## config.mk

```make
export PLATFORM = sky130hd
export DESIGN_NAME = irs_sequencer
export DESIGN_NICKNAME = d
export VERILOG_FILES = /design/src/rtl/irs_pkg.sv /design/src/rtl/irs_sequencer.sv
export SDC_FILE = /design/constraint.sdc
export NUM_CORES = 1
export LEC_CHECK = 0
export BUFFER_PORTS_ARGS = -buffer_cell sky130_fd_sc_hd__buf_2
export CAP_MARGIN = 15
export CORE_AREA = 5 5 153 155
export DETAILED_ROUTE_END_ITERATION = 12
export DIE_AREA = 0 0 158 160
export GPL_ROUTABILITY_DRIVEN = 0
export GPL_TIMING_DRIVEN = 0
export PLACE_DENSITY_LB_ADDON = 0.25
export SYNTH_ARGS = -nofsm -noshare
export SYNTH_HDL_FRONTEND = slang
export SYNTH_SLANG_ARGS = --single-unit
export TNS_END_PERCENT = 100
```

## constraint.sdc

```tcl
create_clock -name clk_sys_in -period 4.5 [get_ports clk_sys_in]
set_input_delay 0.9 -clock clk_sys_in [delete_from_list [all_inputs] [get_ports clk_sys_in]]
set_output_delay 0.9 -clock clk_sys_in [all_outputs]
set_load 0.03 [all_outputs]
```

## src/rtl/irs_pkg.sv

```systemverilog
// ************************************************************
// shared constants
// ************************************************************
package irs_pkg;

  localparam int          ADDR_W       = 13;
  localparam int          INSTR_W      = 16;
  localparam int          OPC_W        = 3;

  localparam logic [2:0]  JUMP_OPC     = 3'h7;
  localparam logic [2:0]  XEC_OPC      = 3'h4;

  localparam logic [15:0] OP_SET_MASK  = 16'h0505;
  localparam logic [15:0] OP_CLR_MASK  = 16'h0404;
  localparam logic [15:0] OP_RETURN    = 16'h0606;
  localparam logic [15:0] OP_PUSH      = 16'h0303;
  localparam logic [15:0] OP_CLR_INT   = 16'h0202;

  localparam logic [12:0] VEC_BASE     = 13'h0004;
  localparam logic [12:0] ADDR_ZERO    = 13'h0000;
  localparam logic [12:0] PUSH_LSB     = 13'h0001;

  localparam logic [1:0]  PUSH_SUSP    = 2'h2;
  localparam logic [1:0]  RET_SUSP     = 2'h1;

  typedef enum logic [2:0] {
    ST_IDLE,
    ST_INT1,
    ST_INT2,
    ST_RET1,
    ST_RET2
  } irs_state_t;

endpackage

```

## src/rtl/irs_sequencer.sv

```systemverilog
`timescale 1ns/1ps
// Overview of operation
// RQ1: start servicing pending unmasked request only at processor clock rising edge
// RQ2: set interrupt mask on the rising edge opening service cycle 1
// RQ3: hold processor stall low for one instruction cycle from service cycle 1
// RQ4: raise program memory disable from service cycle 1
// RQ5: at falling edge in service cycle 1 push next address onto stack
// RQ6: from service cycle 2 drive jump to vector 4, 5 or 6
// RQ7: release processor stall high from service cycle 2
// RQ8: from service cycle 3 release instruction bus and program memory disable
// RQ9: after return decode, inhibit servicing from return cycle 1 through cycle 3
// RQ10: from return cycle 1 stall processor and disable program memory
// RQ11: from return cycle 2 release stall, jump to stack top, pop
// RQ12: from return cycle 3 release instruction bus and program memory disable
// RQ13: at return cycle 3 clear mask only for popped interrupt entries
// RQ14: synchronise request and inhibit inputs safely against the processor clock
// RQ15: near-edge request or inhibit changes act now or next cycle, never lost
// RQ16: edges during a latch clear may be dropped, later ones always latched
// RQ17: each return pops exactly one stack entry
// RQ18: software clears mask inside a routine to allow preemption
// RQ19: four-entry stack with flag, overwrite oldest when full, full flag
// RQ20: decode return pattern from instruction bus
// RQ21: address zero resets drivers, outputs, latches, mask and stack; code clears the full flag but not the state or pin drivers
// RQ22: inhibit input blocks servicing without touching the mask
// RQ23: request 0 has priority over 1, then 2
// RQ24: requests latch on rising edge, held while blocked, cleared on service
module irs_sequencer
  import irs_pkg::*;
#(
  parameter int NUM_REQ     = 3,
  parameter int STACK_DEPTH = 4
) (
  input  wire logic               clk_sys_in,
  input  wire logic               resetn_in,
  input  wire logic               mclk_in,
  input  wire logic [NUM_REQ-1:0] int_req_in,
  input  wire logic               interrupt_inhibit_in,
  input  wire logic [ADDR_W-1:0]  addr_in,
  input  wire logic [INSTR_W-1:0] instr_in,
  output logic      [INSTR_W-1:0] instr_out,
  output logic                    instr_oe_out,
  output logic                    processor_stall_n_out,
  output logic                    program_memory_disable_out,
  output logic                    stack_full_flag_out
);

  localparam int NSYNC = NUM_REQ + 2;
  localparam int IDX_W = (NUM_REQ > 1) ? $clog2(NUM_REQ) : 1;
  localparam int CNT_W = $clog2(STACK_DEPTH + 1);
  localparam logic [CNT_W-1:0] CNT_FULL = CNT_W'(STACK_DEPTH);
  localparam logic [CNT_W-1:0] CNT_ONE  = CNT_W'(1);

  // ************************************************************
  // parameter checks
  // ************************************************************
  if (NUM_REQ < 1 || NUM_REQ > 8) begin : g_chk_req
    $error("NUM_REQ must be 1 to 8");
  end
  if (STACK_DEPTH < 2) begin : g_chk_depth
    $error("STACK_DEPTH must be at least 2");
  end

  // ************************************************************
  // input synchronisers
  // ************************************************************
  logic [NSYNC-1:0]   async_w;
  logic [NSYNC-1:0]   s1_r;
  logic [NSYNC-1:0]   s2_r;
  logic [NSYNC-1:0]   s3_r;
  logic [NSYNC-1:0]   filt_r;
  logic [NSYNC-1:0]   rise_w;
  logic [NSYNC-1:0]   fall_w;

  assign async_w = {mclk_in, interrupt_inhibit_in, int_req_in};

  for (genvar g = 0; g < NSYNC; g++) begin : g_sync
    always_ff @(posedge clk_sys_in) begin
      if (!resetn_in) begin
        s1_r[g]   <= 1'b0;
        s2_r[g]   <= 1'b0;
        s3_r[g]   <= 1'b0;
        filt_r[g] <= 1'b0;
      end else begin
        s1_r[g] <= async_w[g]; // RQ14
        s2_r[g] <= s1_r[g];
        s3_r[g] <= s2_r[g];
        if (s2_r[g] == s3_r[g]) begin
          filt_r[g] <= s2_r[g]; // RQ15
        end
      end
    end
    assign rise_w[g] = s2_r[g] & s3_r[g] & ~filt_r[g];
    assign fall_w[g] = ~s2_r[g] & ~s3_r[g] & filt_r[g];
  end

  logic               mclk_rise;
  logic               mclk_fall;
  logic               inhib_lvl;
  logic [NUM_REQ-1:0] req_rise;

  assign mclk_rise = rise_w[NSYNC-1];
  assign mclk_fall = fall_w[NSYNC-1];
  assign inhib_lvl = filt_r[NSYNC-2];
  assign req_rise  = rise_w[NUM_REQ-1:0];

  // ************************************************************
  // bus alignment with the clock synchroniser
  // ************************************************************
  logic [ADDR_W-1:0]  addr_p1_r;
  logic [ADDR_W-1:0]  addr_p2_r;
  logic [ADDR_W-1:0]  addr_s_r;
  logic [INSTR_W-1:0] instr_p1_r;
  logic [INSTR_W-1:0] instr_p2_r;
  logic [INSTR_W-1:0] instr_s_r;

  always_ff @(posedge clk_sys_in) begin
    addr_p1_r  <= addr_in;
    addr_p2_r  <= addr_p1_r;
    addr_s_r   <= addr_p2_r;
    instr_p1_r <= instr_in;
    instr_p2_r <= instr_p1_r;
    instr_s_r  <= instr_p2_r;
  end

  // ************************************************************
  // decode
  // ************************************************************
  irs_state_t         state_r;
  irs_state_t         state_nxt;
  logic               mask_r;
  logic               ret_req_r;
  logic               xec_r;
  logic               at_zero_r;
  logic               ret_flag_r;
  logic [1:0]         susp_cnt_r;
  logic [NUM_REQ-1:0] req_r;
  logic [IDX_W-1:0]   idx_w;
  logic [ADDR_W-1:0]  vec_r;

  logic               init_p;
  logic               dec_ok;
  logic               dec_ret;
  logic               dec_push;
  logic               dec_set;
  logic               dec_clr;
  logic               dec_clri;
  logic               dec_xec;
  logic               service_ok;
  logic               start_int;
  logic               start_ret;
  logic               ret_done;

  assign init_p     = mclk_rise && (addr_s_r == ADDR_ZERO); // RQ21
  assign dec_ok     = mclk_fall && (state_r == ST_IDLE) && !at_zero_r;
  assign dec_ret    = dec_ok && (instr_s_r == OP_RETURN); // RQ20
  assign dec_push   = dec_ok && (instr_s_r == OP_PUSH);
  assign dec_set    = dec_ok && (instr_s_r == OP_SET_MASK);
  assign dec_clr    = dec_ok && (instr_s_r == OP_CLR_MASK);
  assign dec_clri   = dec_ok && (instr_s_r == OP_CLR_INT);
  assign dec_xec    = dec_ok && (instr_s_r[INSTR_W-1 -: OPC_W] == XEC_OPC);
  assign service_ok = (req_r != '0) && !mask_r && !inhib_lvl // RQ22
                      && (susp_cnt_r == 2'h0) && !xec_r && !ret_req_r; // RQ9
  assign start_ret  = mclk_rise && !init_p && (state_r == ST_IDLE) && ret_req_r;
  assign start_int  = mclk_rise && !init_p && (state_r == ST_IDLE) && service_ok; // RQ1
  assign ret_done   = mclk_rise && (state_r == ST_RET2);

  // lowest index wins
  always_comb begin
    idx_w = '0;
    for (int i = NUM_REQ - 1; i >= 0; i--) begin
      if (req_r[i]) begin
        idx_w = IDX_W'(i); // RQ23
      end
    end
  end

  // ************************************************************
  // sequencer
  // ************************************************************
  always_comb begin
    state_nxt = state_r;
    if (mclk_rise) begin
      case (state_r)
        ST_IDLE: begin
          if (start_ret) begin
            state_nxt = ST_RET1; // RQ10
          end else if (start_int) begin
            state_nxt = ST_INT1;
          end
        end
        ST_INT1: state_nxt = ST_INT2;
        ST_INT2: state_nxt = ST_IDLE;
        ST_RET1: state_nxt = ST_RET2;
        ST_RET2: state_nxt = ST_IDLE;
        default: state_nxt = ST_IDLE;
      endcase
    end
  end

  always_ff @(posedge clk_sys_in) begin
    if (!resetn_in) begin
      state_r <= ST_IDLE;
    end else begin
      state_r <= state_nxt;
    end
  end

  // ************************************************************
  // mask, return request and suspension
  // ************************************************************
  always_ff @(posedge clk_sys_in) begin
    if (!resetn_in || init_p) begin
      mask_r     <= 1'b1; // RQ21
      ret_req_r  <= 1'b0;
      xec_r      <= 1'b0;
      susp_cnt_r <= 2'h0;
    end else begin
      if (start_int) begin
        mask_r <= 1'b1; // RQ2
      end else if (ret_done && ret_flag_r) begin
        mask_r <= 1'b0; // RQ13
      end else if (dec_set) begin
        mask_r <= 1'b1;
      end else if (dec_clr) begin
        mask_r <= 1'b0;
      end
      if (dec_ret) begin
        ret_req_r <= 1'b1;
      end else if (start_ret) begin
        ret_req_r <= 1'b0;
      end
      if (dec_xec) begin
        xec_r <= 1'b1;
      end else if (mclk_rise) begin
        xec_r <= 1'b0;
      end
      if (dec_push || dec_ret) begin
        susp_cnt_r <= PUSH_SUSP;
      end else if (ret_done) begin
        susp_cnt_r <= RET_SUSP; // RQ9
      end else if (mclk_rise && susp_cnt_r != 2'h0) begin
        susp_cnt_r <= susp_cnt_r - 2'h1;
      end
    end
  end

  always_ff @(posedge clk_sys_in) begin
    if (!resetn_in) begin
      at_zero_r <= 1'b1;
      vec_r     <= VEC_BASE;
    end else begin
      if (mclk_rise) begin
        at_zero_r <= (addr_s_r == ADDR_ZERO);
      end
      if (start_int) begin
        vec_r <= VEC_BASE + ADDR_W'(idx_w); // RQ6
      end
    end
  end

  // ************************************************************
  // request latches
  // ************************************************************
  for (genvar g = 0; g < NUM_REQ; g++) begin : g_req
    logic clr_w;
    assign clr_w = dec_clri || (start_int && (idx_w == IDX_W'(g)));
    always_ff @(posedge clk_sys_in) begin
      if (!resetn_in || init_p) begin
        req_r[g] <= 1'b0; // RQ16
      end else if (req_rise[g]) begin
        req_r[g] <= 1'b1; // RQ24
      end else if (clr_w) begin
        req_r[g] <= 1'b0;
      end
    end
  end

  // ************************************************************
  // return stack
  // ************************************************************
  logic [ADDR_W:0]    stk_r [STACK_DEPTH];
  logic [ADDR_W:0]    push_val;
  logic               push_p;
  logic               pop_p;
  logic [CNT_W-1:0]   cnt_r;
  logic [CNT_W-1:0]   cnt_nxt;

  assign push_p   = (mclk_fall && state_r == ST_INT1) || dec_push; // RQ5
  assign push_val = dec_push ? {1'b0, addr_s_r | PUSH_LSB} : {1'b1, addr_s_r};
  assign pop_p    = mclk_rise && (state_r == ST_RET1); // RQ17
  assign cnt_nxt  = init_p ? '0 :
                    (push_p && cnt_r != CNT_FULL) ? cnt_r + CNT_ONE :
                    (pop_p && cnt_r != '0) ? cnt_r - CNT_ONE : cnt_r;

  for (genvar g = 0; g < STACK_DEPTH; g++) begin : g_stk
    logic [ADDR_W:0] dn_w;
    logic [ADDR_W:0] up_w;
    if (g == 0) begin : g_top
      assign dn_w = push_val;
    end else begin : g_mid
      assign dn_w = stk_r[g-1];
    end
    if (g == STACK_DEPTH - 1) begin : g_bot
      assign up_w = '0;
    end else begin : g_rest
      assign up_w = stk_r[g+1];
    end
    always_ff @(posedge clk_sys_in) begin
      if (!resetn_in || init_p) begin
        stk_r[g] <= '0;
      end else if (push_p) begin
        stk_r[g] <= dn_w; // RQ19
      end else if (pop_p) begin
        stk_r[g] <= up_w; // RQ11
      end
    end
  end

  always_ff @(posedge clk_sys_in) begin
    if (!resetn_in) begin
      cnt_r               <= '0;
      stack_full_flag_out <= 1'b0;
      ret_flag_r          <= 1'b0;
    end else begin
      cnt_r               <= cnt_nxt;
      stack_full_flag_out <= (cnt_nxt == CNT_FULL); // RQ19
      if (pop_p) begin
        ret_flag_r <= stk_r[0][ADDR_W];
      end
    end
  end

  // ************************************************************
  // pin drivers
  // ************************************************************
  logic               stall_n_nxt;
  logic               rd_nxt;
  logic               oe_nxt;

  assign stall_n_nxt = !(state_nxt == ST_INT1 || state_nxt == ST_RET1); // RQ3
  assign rd_nxt      = (state_nxt != ST_IDLE); // RQ4
  assign oe_nxt      = (state_nxt == ST_INT2 || state_nxt == ST_RET2); // RQ8

  always_ff @(posedge clk_sys_in) begin
    if (!resetn_in) begin
      processor_stall_n_out      <= 1'b1;
      program_memory_disable_out <= 1'b0;
      instr_oe_out               <= 1'b0;
      instr_out                  <= '0;
    end else begin
      processor_stall_n_out      <= stall_n_nxt; // RQ7
      program_memory_disable_out <= rd_nxt; // RQ12
      instr_oe_out               <= oe_nxt;
      if (mclk_rise && state_r == ST_INT1) begin
        instr_out <= {JUMP_OPC, vec_r}; // RQ6
      end else if (pop_p) begin
        instr_out <= {JUMP_OPC, stk_r[0][ADDR_W-1:0]}; // RQ11
      end
    end
  end
endmodule // irs_sequencer

```

# After elaboration in Yosys (flattened, before gate mapping)
# Memories as Yosys holds them, arrays and structs flattened.
# Cells that the tools add are included.
[word_totals]
mem_bits_rw = 56
memories = 1
ff_bits = 156
[mem_list]
columns = ["memory", "words", "width", "rd", "rd_ports_with_merged_regs", "wr", "line", "source"]
rows = [
  ["stk_r", 4, 14, 4, 0, 4, "irs_sequencer.sv:281", "logic [ADDR_W:0] stk_r [STACK_DEPTH];"],
]
[classes]
bitwise = 24
addsub = 4
n_eq_ne = 22
muxes = 46
n_reduce_logical = 64
[op_table]
columns = ["op", "count"]
rows = [
  ["14-bit two-way mux", 9],
  ["16-bit by 11-bit == test with 1-bit output (second input constant)", 3],
  ["16-bit by 10-bit == test with 1-bit output (second input constant)", 2],
  ["16-bit two-way mux", 2],
  ["1-bit logical AND", 29],
  ["1-bit two-way mux", 22],
  ["3-bit two-way mux", 6],
  ["2-bit nonzero test", 8],
  ["3-bit nonzero test", 5],
  ["13-bit zero test", 1],
  ["3-bit == test (second input constant)", 4],
  ["2-bit two-way mux", 6],
  ["1-bit AND", 10],
  ["3-bit by 2-bit == test with 1-bit output (second input constant)", 3],
  ["3-bit case mux with 3 select lines", 1],
  ["1-bit zero test", 8],
  ["1-bit logical OR", 8],
  ["1-bit OR", 8],
  ["3-bit by 1-bit == test with 1-bit output (second input constant)", 2],
  ["1-bit inverter", 6],
  ["1-bit == test", 5],
  ["3-bit by 2-bit adder with 4-bit output (first input constant)", 1],
  ["2-bit zero test", 2],
  ["2-bit OR reduction", 2],
  ["7 further kinds", 7],
]

# Depth between registers and ports, before layout
[logic_depth]
ltp_word = 14
mapped_depth = 10
depth_no_buf = 8

# Worst setup path before layout
# No wires, ideal clock.
[synth_path]
kind = "input to register"
from = "input port resetn_in"
to = "memory stk_r[0][0] in the netlist's numbering (enable)"
path_buffers = 1
arrival_time_ps = 2252
setup_slack_ps = 1793
t_required_ps = 4044
path_stages = 3
cell_sequence = "clkbuf_1 o21ai_0 or3_1"
[synth_rtl]
columns = ["item", "line", "source"]
rows = [
  ["from (decl)", "irs_sequencer.sv:34", "input wire logic resetn_in,"],
  ["to (decl)", "irs_sequencer.sv:281", ""],
]

==> summary.txt <==
Global route
  • Busiest grt layer: met2
  • Remaining Overflow, GRT: 0
  • Vias in the first global route: 3942
  • Met3 Track Usage GR: 0.02706
  • GRT met1 Usage: 0.1389
  • Met2 Resource Use GR: 0.1649
  • First-pass GRT wire length: around 21000 µm
  • GRT Overall Usage: 0.1057
  • Largest net degree at the start of global routing: 37
  • Initial antenna violation count: 0

Synth
  • Simple-Gate Fraction of Synth Area: 0.1274
  • Gate Count Post-Synth: 480
  • Synth Area in XOR/XNOR: 0.001355
  • Post-synthesis adder-cell area fraction: 0.01742
  • Synth top area share: 0.4430
  • Yosys cell types: 54
  • Top_reg_cell synth: dfxtp_1
  • Synth Cell Area: approximately 6500 µm²
  • Most instantiated library cell after synthesis: dfxtp_1
  • Yosys warns: 0
  • Register area share after synthesis: 0.7032
  • Syn_nets: 525
  • Mux contribution to synthesized area: 0.01258
  • Synth Area in Compound Gates: 0.1065
  • Largest area contributor in the netlist: dfxtp_1
  • Largest cells by area after synthesis: dfxtp_1, edfxtp_1, a22o_1
  • Largest family of logic cells by synthesized area: simple AND/OR/NAND/NOR gates
  • Seq cells post-synth: 199
  • Mean post-synth cell area: 13.46 µm²
  • Synth async-reset ratio: 0
  • Post-synth EDFFs: 56
  • Synth cell count leaders: dfxtp_1, edfxtp_1, a22o_1

Power and ir drop
  • Tot Pwr: roughly 0.0035 W
  • Leakage: 3.066 nW
  • Worst vdd ir: 0.2436 mV
  • Pwr Density: between 400 and 500 nW/µm²

Floorplanning
  • CORE AREA: about 22000 µm²
  • Die Footprint: 25280 µm²
  • Width of the die: 158 µm
  • Die height: between 150 and 200 µm
  • Initial Util: 0.2980
  • Number of cell rows: 54
  • Num ports: 56

Setup path
  • Setup crit start: addr_s_r[7]$_DFF_P_
  • Crit path kind: flop to flop
  • Worst path max stage delay: 710 ps
  • Arr. time, crit path: 2800 ps
  • Critical Path End Type: flop
  • Critical Path Fanout Max: 14
  • Crit path capture: stk_r[2][13]$_SDFFCE_PN0P_
  • WP data required: roughly 4600 ps
  • CP max stage cell: or3_1
  • FF-to-FF End: stk_r[2][13]$_SDFFCE_PN0P_
  • Flop-to-flop setup slack: approximately 1800 ps
  • Reg2Reg Launch Point: addr_s_r[7]$_DFF_P_
  • R2R cell count: 4
  • CP Launch Type: flop
  • Worst path cell trace: nor4_1 -> nand4_1 -> o21ai_0 -> or3_1

Finish
  • Inserted Diodes: 0
  • Layout area overhead: 18.78%
  • Layout cells sized above 1: 0.2032
  • Final instance area: 7676 µm²
  • Final Net Count: 599
  • Fin cells: 846
  • Final core utilization: 0.3539

Drt
  • Drt total wl: between 10000 and 15000 µm
  • Via count: 3802
  • Final routed DRC violation total: 0
  • Routed len/inst: 15.41 µm
  • Vias per cell: 4.494
  • Remaining antenna violation count: 0
  • 1st-iter DRT viols: 225
  • First drt pass iteration count: 4

Placed design
  • Post-DP HPWL: between 8000 and 9000 µm
  • DP Area: 7104 µm²
  • Placed insts: between 800 and 900
  • Port-buffer cells: 54

STA
  • RSZ-0062 raised after global routing: false
  • Setup tns final: 0 ps
  • Period utilization: 0.6090
  • Hold Fails Final Rpt: 0
  • Fin crit period: approximately 2700 ps
  • Finish-stage setup viols: 0
  • Worst Skew: 14.19 ps
  • Max_slew headroom: 0.4803
  • Worst Max-Slew Pin Slew: 771.3 ps
  • Fmax: 364.9 MHz
  • Final slew viol count: 0

Flow run
  • Max Cap Viol: 0

Clock network
  • CTS tree: yes
  • Cts bufs inserted: 17
  • Post-CTS Hold Buffers: 0
  • H-tree depth: 4
  • Post-CTS setup buffer count: 0
  • Clk slew on worst S/H paths: 70 ps
  • Post-cts resize count: 0
  • CTS root buf: clkbuf_16
  • CTS max path bufs: 2
  • Worst-Skew Late Latency: 430 ps
  • CTS Sinks: just under 200

Status
  • Status: completed

Worst hold path
  • Worst Hold Class: flop to flop
kinds of logic (layout without fill, tap and decap cells):
family / Yosys count / after routing
flops: 199 / 199
simple gates: 141 / 141
compound gates: 87 / 87
buf+inv: 35 / 121
fa+ha+maj: 9 / 9
mux: 8 / 8
xor+xnor: 1 / 1
layout by cell type, fill, tap and decap left out, types with 7 or more instances in the layout:
master / n
nor4_1: 8
and2_1: 20
inv_1: 8
nand2_1: 31
clkbuf_1: 11
mux2i_1: 7
ha_1: 9
buf_2: 57
nor2_1: 11
o21ai_0: 7
edfxtp_1: 56
a22o_1: 40
clkbuf_16: 17
a21boi_0: 13
nand3_1: 16
dfxtp_1: 143
and3_1: 15
registers in the layout, indices dropped and copies added (netlist names), 13 cells and up:
| signal | count |
|---|---|
| addr_p2_r | 13 |
| instr_s_r | 16 |
| addr_p1_r | 13 |
| addr_s_r | 13 |
| instr_p2_r | 16 |
| instr_p1_r | 16 |
| instr_out | 14 |
| stk_r | 56 |
layout make-up:
cell class | instances | area (µm²)
Tap cell | 280 | 350.3
Sequential cell | 199 | 4544
Buffer | 27 | 173.9
Multi-Input combinational cell | 246 | 1715
Clock buffer | 18 | 439.2
Timing Repair Buffer | 55 | 290.3
Clock inverter | 13 | 132.6
Inverter | 8 | 30.03
Fill cell | 2093 | 14010
worst min path at each step:
stage | from | to | slack (ps) | depth (start not counted)
3_5_place_dp | addr_p1_r[7]$_DFF_P_ | addr_p2_r[7]$_DFF_P_ | 310 | 0
5_1_grt | addr_p1_r[8]$_DFF_P_ | addr_p2_r[8]$_DFF_P_ | 330 | 0
2_1_floorplan | addr_p1_r[0]$_DFF_P_ | addr_p2_r[0]$_DFF_P_ | 310 | 0
3_3_place_gp | addr_p1_r[7]$_DFF_P_ | addr_p2_r[7]$_DFF_P_ | 310 | 0
6_report | instr_p2_r[0]$_DFF_P_ | instr_s_r[0]$_DFF_P_ | 320 | 0
4_1_cts | instr_p2_r[0]$_DFF_P_ | instr_s_r[0]$_DFF_P_ | 320 | 0
power by group:
part           internal, W  switching, W  leakage [nW]
Sequential         0.00190     0.0000264          1.77
Combinational    0.0000250     0.0000325          1.01
Clock             0.000795      0.000690         0.288
Total              0.00272      0.000749          3.07
per-layer routing:
metal / part of all wire / routed length [µm]
met5: 0 / 0
met1: 0.48 / 6229
met2: 0.47 / 6079
met4: 0.017 / 227
met3: 0.039 / 503
worst max-delay path, delay by kind of cell (launching register included):
family	cells	cell delay (ps)
compound gates	1	690
simple gates	3	1350
flops	1	320
through the flow:
stage                     hold WS, ps  setup WS, ps
final                           323.8          1760
after floorplan                 309.6          1793
after detailed placement        312.1          1543
after CTS                       323.9          1568
after global routing            332.4          1472
after global placement          310.7         792.3
Power figures use the tool's default switching activity.
